===== src/design/tcp_pkg.sv =====
// package: register map, control layout and timing constants for the prescaled timer/counter
package tcp_pkg;
   // register byte offsets on the apb bus
   localparam logic [3:0] ADDR_CONTROL = 4'h0;
   localparam logic [3:0] ADDR_LOW = 4'h4;
   localparam logic [3:0] ADDR_HIGH_BUF = 4'h8;
   localparam logic [3:0] ADDR_INT_CTRL = 4'hc;
   // timer_control field positions
   localparam int BIT_RUN = 7;
   localparam int BIT_NARROW = 6;
   localparam int BIT_SOURCE = 5;
   localparam int BIT_EDGE = 4;
   localparam int BIT_PS_ASSIGN = 3;
   localparam int BIT_RATIO_HI = 2;
   // interrupt_control field positions
   localparam int BIT_GLOBAL_EN = 7;
   localparam int BIT_OVF_EN = 5;
   localparam int BIT_OVF_FLAG = 2;
   // reset values
   localparam logic [7:0] RST_CONTROL = 8'hff;
   localparam logic [7:0] RST_HIGH_BUF = 8'h00;
   localparam logic [7:0] RST_LOW = 8'h00;
   localparam logic [7:0] RST_INT_CTRL = 8'h00;
   // timing: instruction cycle is four core cycles, write blanking two instruction cycles
   localparam logic [1:0] INSN_DIV_LAST = 2'h3;
   localparam logic [1:0] WRITE_BLANK = 2'h2;
endpackage : tcp_pkg


===== src/design/tcp_timer.sv =====
// module: prescaled 8/16-bit timer/counter with apb register access
//
// Function
// - timer mode, no prescaler: count advances once per instruction cycle
// - after a counter write, counting is blocked for two instruction cycles
// - counter mode counts edges of the external count input
// - edge select clear counts rising edges, set counts falling edges
// - external input is synchronised before its edges advance the count
// - 8-bit prescaler exists but is hidden from software
// - prescaler assign clear routes counting through ratio 1:2 to 1:256
// - counter write clears prescaler count, assignment unchanged
// - assignment and ratio may change while the timer runs
// - overflow flag sets on FFh to 00h or FFFFh to 0000h wrap
// - flag sets regardless of its enable or the global enable
// - interrupt request raised only while the overflow enable is set
// - timer halts during sleep, so overflow cannot wake the core
// - 16-bit mode: low byte read copies live high byte into buffer
// - 16-bit mode: low byte write loads live high byte from buffer
// - live high byte has no direct software path, only the buffer
// - control holds run, width, source, edge, assign, ratio; resets to ffh
`timescale 1ns/1ps
`default_nettype none
module tcp_timer (
   // clock and reset
   input wire logic pclk,
   input wire logic presetn,
   // apb slave
   input wire logic psel,
   input wire logic penable,
   input wire logic pwrite,
   input wire logic [3:0] paddr,
   input wire logic [31:0] pwdata,
   output logic [31:0] prdata,
   output logic pready,
   output logic pslverr,
   // device pins and core status
   input wire logic external_count_input,
   input wire logic sleep_mode,
   output logic overflow_irq
);
   ////////////////////////////////////////////////////////////////////////////
   logic [7:0] timer_control;
   logic [7:0] count_low_byte;
   logic [7:0] count_live_high;
   logic [7:0] count_high_buffer;
   logic global_irq_enable;
   logic overflow_irq_enable;
   logic overflow_flag;
   logic [7:0] prescaler;
   logic [1:0] insn_div;
   logic [1:0] blank_cnt;
   logic [2:0] ext_sync;
   logic ext_prev;
   logic apb_access;
   logic wr_low;
   logic rd_low;
   logic insn_tick;
   logic ext_edge;
   logic source_tick;
   logic count_tick;
   logic ps_hit;
   logic overflow;

   function automatic logic [7:0] ratio_mask(input logic [2:0] code);
      // code n divides by 2^(n+1): tick when the low n+1 bits are all ones
      ratio_mask = 8'(({1'b0, 8'hff} << (4'(code) + 4'h1)) >> 9'h0) ^ 8'hff;
   endfunction : ratio_mask

   assign apb_access = psel && penable;
   assign wr_low = apb_access && pwrite && (paddr == tcp_pkg::ADDR_LOW);
   assign rd_low = apb_access && !pwrite && (paddr == tcp_pkg::ADDR_LOW);
   assign insn_tick = (insn_div == tcp_pkg::INSN_DIV_LAST);

   ////////////////////////////////////////////////////////////////////////////
   // instruction-cycle enable; frozen in sleep like the rest of the core
   always_ff @(posedge pclk or negedge presetn)
      if (!presetn)
         insn_div <= 2'h0;
      else if (!sleep_mode)
         insn_div <= insn_div + 2'h1;

   // external pin: three flops, a change counts once stages two and three agree
   always_ff @(posedge pclk or negedge presetn)
      if (!presetn)
      begin
         ext_sync <= 3'h0;
         ext_prev <= 1'b0;
      end
      else
      begin
         ext_sync <= {ext_sync[1:0], external_count_input};
         if (ext_sync[2] == ext_sync[1])
            ext_prev <= ext_sync[2];
      end

   // edge polarity picks rising or falling of the filtered level
   assign ext_edge = (ext_sync[2] == ext_sync[1]) && (ext_sync[2] != ext_prev) &&
      (ext_sync[2] ^ timer_control[tcp_pkg::BIT_EDGE]);
   assign source_tick = timer_control[tcp_pkg::BIT_SOURCE] ? ext_edge : insn_tick;

   ////////////////////////////////////////////////////////////////////////////
   // write blanking counts instruction cycles after a counter write
   always_ff @(posedge pclk or negedge presetn)
      if (!presetn)
         blank_cnt <= 2'h0;
      else if (wr_low)
         blank_cnt <= tcp_pkg::WRITE_BLANK;
      else if (insn_tick && blank_cnt != 2'h0)
         blank_cnt <= blank_cnt - 2'h1;

   // prescaler: not mapped on the bus, ratio read live so changes apply at once
   assign ps_hit = ((prescaler & ratio_mask(timer_control[tcp_pkg::BIT_RATIO_HI:0])) ==
      ratio_mask(timer_control[tcp_pkg::BIT_RATIO_HI:0]));
   assign count_tick = timer_control[tcp_pkg::BIT_RUN] && !sleep_mode && blank_cnt == 2'h0 &&
      source_tick && (timer_control[tcp_pkg::BIT_PS_ASSIGN] || ps_hit);

   always_ff @(posedge pclk or negedge presetn)
      if (!presetn)
         prescaler <= 8'h00;
      else if (wr_low && !timer_control[tcp_pkg::BIT_PS_ASSIGN])
         prescaler <= 8'h00;
      else if (timer_control[tcp_pkg::BIT_PS_ASSIGN])
         prescaler <= 8'h00;
      else if (timer_control[tcp_pkg::BIT_RUN] && !sleep_mode && blank_cnt == 2'h0 && source_tick)
         prescaler <= ps_hit ? 8'h00 : prescaler + 8'h01;

   ////////////////////////////////////////////////////////////////////////////
   // counter; the live high byte is reachable only through the buffer
   assign overflow = count_tick && (count_low_byte == 8'hff) &&
      (timer_control[tcp_pkg::BIT_NARROW] || count_live_high == 8'hff);

   always_ff @(posedge pclk or negedge presetn)
      if (!presetn)
      begin
         count_low_byte <= tcp_pkg::RST_LOW;
         count_live_high <= tcp_pkg::RST_LOW;
      end
      else if (wr_low)
      begin
         count_low_byte <= pwdata[7:0];
         if (!timer_control[tcp_pkg::BIT_NARROW])
            count_live_high <= count_high_buffer;
      end
      else if (count_tick)
      begin
         count_low_byte <= count_low_byte + 8'h01;
         if (!timer_control[tcp_pkg::BIT_NARROW] && count_low_byte == 8'hff)
            count_live_high <= count_live_high + 8'h01;
      end

   always_ff @(posedge pclk or negedge presetn)
      if (!presetn)
         count_high_buffer <= tcp_pkg::RST_HIGH_BUF;
      else if (apb_access && pwrite && paddr == tcp_pkg::ADDR_HIGH_BUF)
         count_high_buffer <= pwdata[7:0];
      else if (rd_low && !timer_control[tcp_pkg::BIT_NARROW])
         count_high_buffer <= count_live_high;

   always_ff @(posedge pclk or negedge presetn)
      if (!presetn)
         timer_control <= tcp_pkg::RST_CONTROL;
      else if (apb_access && pwrite && paddr == tcp_pkg::ADDR_CONTROL)
         timer_control <= pwdata[7:0];

   ////////////////////////////////////////////////////////////////////////////
   // flag: hardware set wins over a software clear in the same cycle
   always_ff @(posedge pclk or negedge presetn)
      if (!presetn)
      begin
         global_irq_enable <= 1'b0;
         overflow_irq_enable <= 1'b0;
         overflow_flag <= 1'b0;
      end
      else
      begin
         if (apb_access && pwrite && paddr == tcp_pkg::ADDR_INT_CTRL)
         begin
            global_irq_enable <= pwdata[tcp_pkg::BIT_GLOBAL_EN];
            overflow_irq_enable <= pwdata[tcp_pkg::BIT_OVF_EN];
            overflow_flag <= pwdata[tcp_pkg::BIT_OVF_FLAG] || overflow;
         end
         else if (overflow)
            overflow_flag <= 1'b1;
      end

   // request is the masked flag; global enable is left to the core
   always_ff @(posedge pclk or negedge presetn)
      if (!presetn)
         overflow_irq <= 1'b0;
      else
         overflow_irq <= overflow_flag && overflow_irq_enable;

   ////////////////////////////////////////////////////////////////////////////
   // apb: zero wait states, unmapped addresses read zero with pslverr
   always_ff @(posedge pclk or negedge presetn)
      if (!presetn)
      begin
         prdata <= 32'h0;
         pready <= 1'b0;
         pslverr <= 1'b0;
      end
      else
      begin
         pready <= psel && !penable;
         pslverr <= psel && !penable && paddr != tcp_pkg::ADDR_CONTROL && paddr != tcp_pkg::ADDR_LOW &&
            paddr != tcp_pkg::ADDR_HIGH_BUF && paddr != tcp_pkg::ADDR_INT_CTRL;
         prdata <= 32'h0;
         if (psel && !penable && !pwrite)
            unique case (paddr)
               tcp_pkg::ADDR_CONTROL: prdata <= {24'h0, timer_control};
               tcp_pkg::ADDR_LOW: prdata <= {24'h0, count_low_byte};
               tcp_pkg::ADDR_HIGH_BUF: prdata <= {24'h0, count_high_buffer};
               tcp_pkg::ADDR_INT_CTRL: prdata <= {24'h0, global_irq_enable, 1'b0, overflow_irq_enable,
                  2'h0, overflow_flag, 2'h0};
               default: prdata <= 32'h0;
            endcase
      end
endmodule : tcp_timer
`default_nettype wire


===== config.mk =====
export PLATFORM = sky130hd
export DESIGN_NAME = tcp_timer
export DESIGN_NICKNAME = d
export VERILOG_FILES = /design/src/design/tcp_pkg.sv /design/src/design/tcp_timer.sv
export SDC_FILE = /design/constraint.sdc
export NUM_CORES = 1
export LEC_CHECK = 0
export BUFFER_PORTS_ARGS = -buffer_cell sky130_fd_sc_hd__buf_4
export CAP_MARGIN = 30
export CORE_ASPECT_RATIO = 0.5
export CORE_MARGIN = 8
export CORE_UTILIZATION = 40
export DETAILED_ROUTE_END_ITERATION = 6
export HOLD_SLACK_MARGIN = 0.06
export PLACE_DENSITY_LB_ADDON = 0.15
export SYNTH_ARGS = -nofsm -noshare
export SYNTH_HDL_FRONTEND = slang
export SYNTH_SLANG_ARGS = --single-unit

===== constraint.sdc =====
create_clock -name pclk -period 2.4 [get_ports pclk]
set_input_delay 0.24 -clock pclk [delete_from_list [all_inputs] [get_ports pclk]]
set_output_delay 0.24 -clock pclk [all_outputs]
set_load 0.005 [all_outputs]

**After elaboration in Yosys (flattened, before gate mapping)**

Cells that the tools add are included.

- Register bits after elaboration: 86
- Bits of input ports: 43
- Output and inout bits: 35
- Logic and storage cells: 104

- Add/sub/neg operators: 6
- Eq/ne operators: 13
- Shift-type cells: 1
- Mux-type cells: 19
- Bitwise gates (word level): 3
- Reduce and logical (&&, ||, !) cells: 46

Operator list:

| kind | number |
|---|---|
| $mux 8 | 12 |
| $mux 32 | 1 |
| $pmux 8 s4 | 1 |
| $logic_and 1x1->1 | 27 |
| $add 8x1->8 const B | 3 |
| $eq 8x8->1 const B | 2 |
| $reduce_bool 2->1 | 6 |
| $and 8x8->8 | 1 |
| $eq 4x4->1 const B | 2 |
| $eq 8x8->1 | 1 |
| $ne 4x4->1 const B | 2 |
| $not 8->8 | 1 |
| $shl 8x4->8 const A | 1 |
| $logic_not 1->1 | 5 |
| $add 3x1->4 const B | 1 |
| $eq 4x3->1 const B | 1 |
| $logic_not 4->1 | 1 |
| $mux 2 | 2 |
| $ne 4x3->1 const B | 1 |
| $reduce_bool 4->1 | 1 |
| $logic_or 1x1->1 | 3 |
| $mux 1 | 3 |
| $reduce_and 3->1 | 1 |
| $reduce_bool 3->1 | 1 |
| other kinds (8) | 8 |

**Logic depth before layout (Yosys ltp)**

- Depth in word-level cells: 11
- Depth in mapped cells: 10
- Gate-level depth less buffers: 9

**Worst setup path before layout**

Ideal clock, no wire load.

- Path kind: flip-flop to flip-flop
- From: register timer_control[0]
- To: register count_live_high[1]
- Setup time: 125 ps
- Arrival time: 2,242 ps
- Data required time: 2,275 ps
- Path slack: 33 ps
- Cell stages (with the launch flop): 11
- Buffers on the path: 1
- Period minus slack after synthesis: 2,367 ps
- Cells stage by stage: dfstp_2 inv_1 ha_1 o22ai_1 a21oi_1 and3_1 o21a_4 o211ai_4 nor2b_4 buf_6 mux2_4

- Cells in the longest elaborated chain, start to end: 9

Ends and longest elaborated chain:

| item | line | RTL |
|---|---|---|
| start: declaration | tcp_timer.sv:42 | `logic [7:0] timer_control;` |
| start signal: assignment | tcp_timer.sv:161 | `timer_control <= tcp_pkg::RST_CONTROL;` |
| start signal: assignment | tcp_timer.sv:163 | `timer_control <= pwdata[7:0];` |
| $add 3x1->4 (*) | tcp_timer.sv:66 | `ratio_mask = 8'(({1'b0, 8'hff} << (4'(code) + 4'h1)) >> 9'h0) ^ 8'hff;` |
| $shl 8x4->8 (*) | tcp_timer.sv:66 |  |
| $not 8->8 (no line) (*) | -- |  |
| $and 8x8->8 | tcp_timer.sv:112 | `assign ps_hit = ((prescaler & ratio_mask(timer_control[tcp_pkg::BIT_RATIO_HI:0])) ==` |
| $eq 8x8->1 (*) | tcp_timer.sv:112 |  |
| $logic_or 1x1->1 (*) | tcp_timer.sv:115 | `source_tick && (timer_control[tcp_pkg::BIT_PS_ASSIGN] \|\| ps_hit);` |
| $logic_and 1x1->1 (*) | tcp_timer.sv:115 |  |
| $reduce_bool 2->1 (no line) (*) | -- |  |
| $reduce_and 3->1 (no line) (*) | -- |  |
| end signal: assignment | tcp_timer.sv:136 | `count_live_high <= tcp_pkg::RST_LOW;` |
| end signal: assignment | tcp_timer.sv:142 | `count_live_high <= count_high_buffer;` |
| end signal: assignment | tcp_timer.sv:148 | `count_live_high <= count_live_high + 8'h01;` |
| end: declaration | tcp_timer.sv:44 | `logic [7:0] count_live_high;` |

Mark *: on every way between the ends. The rest lies on a longest branch, timed or not.
A chain may end at the register's enable or synchronous reset.

**Final worst setup path**

Ends and elaborated chain as after synthesis.

==> results.ini <==
[sta]
fmax_ghz = 0.4353
setup_viol = 0
fin_skew_ns = 0.004531
fin_crit_sh = 0.9572
slew_headroom = 0.4637
tightest_slew_ns = 0.8045
rsz0062_at_grt = true
report.final.hold_viol_count = 0
period_needed_ns = 2.297
slew_violations = 0

[setup_path]
worstSetupPathType = reg -> reg
ff2ff_setup_slack_ns = 0.10
critPathSlowestCell = dfstp_2
reg2reg_depth = 9
cp.required_ns = 2.61
cpPeakStageDelay_ns = 0.52
r2r-end = count_live_high[1]
crit_chain = inv_1 -> ha_1 -> o22ai_1 -> a21oi_1 -> and3_1 -> o21a_4 -> o211ai_4 -> nor2b_4 -> mux2_4
worstSetupEndpointType = flip-flop
timing.rr.start = timer_control[0]
cp-startpoint = timer_control[0]
worstPathMaxFanout = 5
worstSetupEndpoint = count_live_high[1]
crit_arrival_ns = 2.51
startpoint_type = flip-flop

[synth]
synth.avg_cell_area_sq_um = 10.11
synth_area_leaders = dfrtp_1, dfstp_2, nor2_1
netlist_area_sq_um = 3398
synth_area_leader_cell = dfrtp_1
yosysSeqAreaShare = 0.4595
ys_ff_latch = 62
async_flop_share = 1.000
ys_types = 58
yosysWarnings = 0
synth-edff-count = 0
ys.flop_type = dfrtp_1
syn_inst = 336
synth_top_cell_area_share = 0.3976

[route]
drc = 0
drtAntennaViolNets = 0
via_count = 2603
post_drt_wl_per_cell_um = 16.64
detail_route.wirelength_um = 8156
drtIter0Drc = 99
firstDrtPassIters = 4
via_per_inst = 5.312

[placed_design]
gp_congestion = 0.7663
dpl.hpwl_um = 5961
port_buffers = 29
dpl.cell_count = 472

[power]
leakage_nw = 1.760
power.density_nw_per_um2 = 769.5
p_total_mw = 3.046
ir_drop_mv = 0.3968

[clocking]
cts.clk_slew.worst_paths_ns = 0.05
cts_max_level = 3
ctsLongestPathBuffers = 2
cts_tree = done
cts-buffers-inserted = 9
cts.sinks = 62
clockRootBuffer = clkbuf_16
clk_latency_ns = 0.33

[final_layout]
layout.cells.most_common_list = dfrtp_1, nor2_1, buf_4
layout-drive-gt1-share = 0.2222
final_cell_count_no_fill = 490
area_growth_pct = 16.46
nNetsFinal = 424
final_common_cell = dfrtp_1
fill_cells = 761
diodes = 0

[run_status]
status = finished, final reports clean

[hold_path]
hold_path.class = in -> reg

[floorplan]
dieHeight_um = 81.18
pin_count = 78
coreArea_sq_um = 8115
start_util = 0.4187
dieArea_sq_um = 11880
fp.dieW_um = 146.4
row_count = 23

[global_routing]
grt_pass1_vias = 2681
grt_pass1_wl_um = 13500
antenna_found_initial = 0
grt_max_degree = 63
gr-total-overflow = 0
grt.total_usage = 0.1443

[job]
cap_viol_max_count = 0

## stage by stage
step | util | area (sq um) | setup TNS [ns] | setup WS [ns] | hold WS [ns]
finish | 0.4877 | 3958 | 0 | 0.1028 | 0.08344
global route | 0.4877 | 3958 | -0.02196 | -0.01171 | 0.08343
detailed placement | 0.4510 | 3660 | 0 | 0.1028 | 0.3379
floorplan | - | 3485 | 0 | 0.03279 | -0.05559
global placement | 0.4510 | 3660 | 0 | 0.1318 | 0.3337
CTS | 0.4860 | 3944 | 0 | 0.08733 | 0.07133
## sequential cells by signal, summed over array words and instances (netlist names), 2 cells and up
signal             cells
count_low_byte         8
blank_cnt              2
prdata                 8
ext_sync               3
timer_control          8
prescaler              8
insn_div               2
count_live_high        8
count_high_buffer      8
## how the worst min path moves through the flow
stage	from	end	slack, ns	cells past startpoint
after floorplan	presetn	blank_cnt[0]	-0.06	0
after global placement	ext_sync[0]	ext_sync[1]	0.33	0
after detailed placement	ext_sync[0]	ext_sync[1]	0.34	0
after CTS	penable	pready	0.07	2
after global routing	penable	pready	0.08	2
final	penable	pready	0.08	2
## kinds of logic after synthesis
| family | count (synthesis) | share of synthesized area |
|---|---|---|
| other cells | 1 | 0.001104 |
| mux | 23 | 0.08468 |
| simple gates | 125 | 0.1834 |
| buf+inv | 43 | 0.07916 |
| compound gates | 68 | 0.1469 |
| fa+ha+maj | 9 | 0.03240 |
| xor+xnor | 5 | 0.01289 |
| flops | 62 | 0.4595 |
## final cells by class
| cell class | instances | area, sq um | area share |
|---|---|---|---|
| multi-input combinational | 254 | 1664 | 0.4205 |
| timing repair buffer | 39 | 301.5 | 0.07619 |
| clock inverter | 2 | 10.01 | 0.002529 |
| tap | 112 | 140.1 | 0.03541 |
| clock buffer | 14 | 254.0 | 0.06418 |
| sequential | 62 | 1562 | 0.3946 |
| inverter | 7 | 26.28 | 0.006639 |
## where the power goes
part           internal, mW  switching (mW)
clock network         0.724           0.444
registers              1.22           0.168
logic                 0.248           0.242
## routing by layer
layer  track usage  part of all wire  vias to the layer above
met3       0.04878             0.050                       10
li1              -                 -                     1246
met1        0.1833              0.48                     1279
met5             0                 0                        -
met4       0.05912             0.018                        0
met2        0.2252              0.46                       68
## critical path, delay by kind of cell, from the launching register on
family	cells	cell delay [ns]
compound gates	4	0.64
buf+inv	1	0.04
mux	1	0.30
simple gates	2	0.37
flops	1	0.52
fa+ha+maj	1	0.31
## what timing repair did
| action | CTS | global route |
|---|---|---|
| resized for setup | 0 | 3 |
| buffers inserted | 0 | 0 |
| endpoints found under the setup margin | 0 | 6 |
| hold buffers | 2 | 0 |
| hold endpoints to repair | 55 | 0 |
## cell usage after synthesis, types with 7 or more instances
library cell / instances
a31oi_1: 7
buf_4: 24
inv_1: 7
nand2_1: 14
a21oi_1: 16
nor2_1: 51
dfrtp_1: 54
nor2b_1: 8
nand3_1: 14
nor3_1: 7
mux2_2: 12
dfstp_2: 8
mux2i_1: 7
o21ai_0: 7
ha_1: 8
o22ai_1: 12
clkbuf_1: 7
No activity file was read; power rests on OpenSTA's default activity.
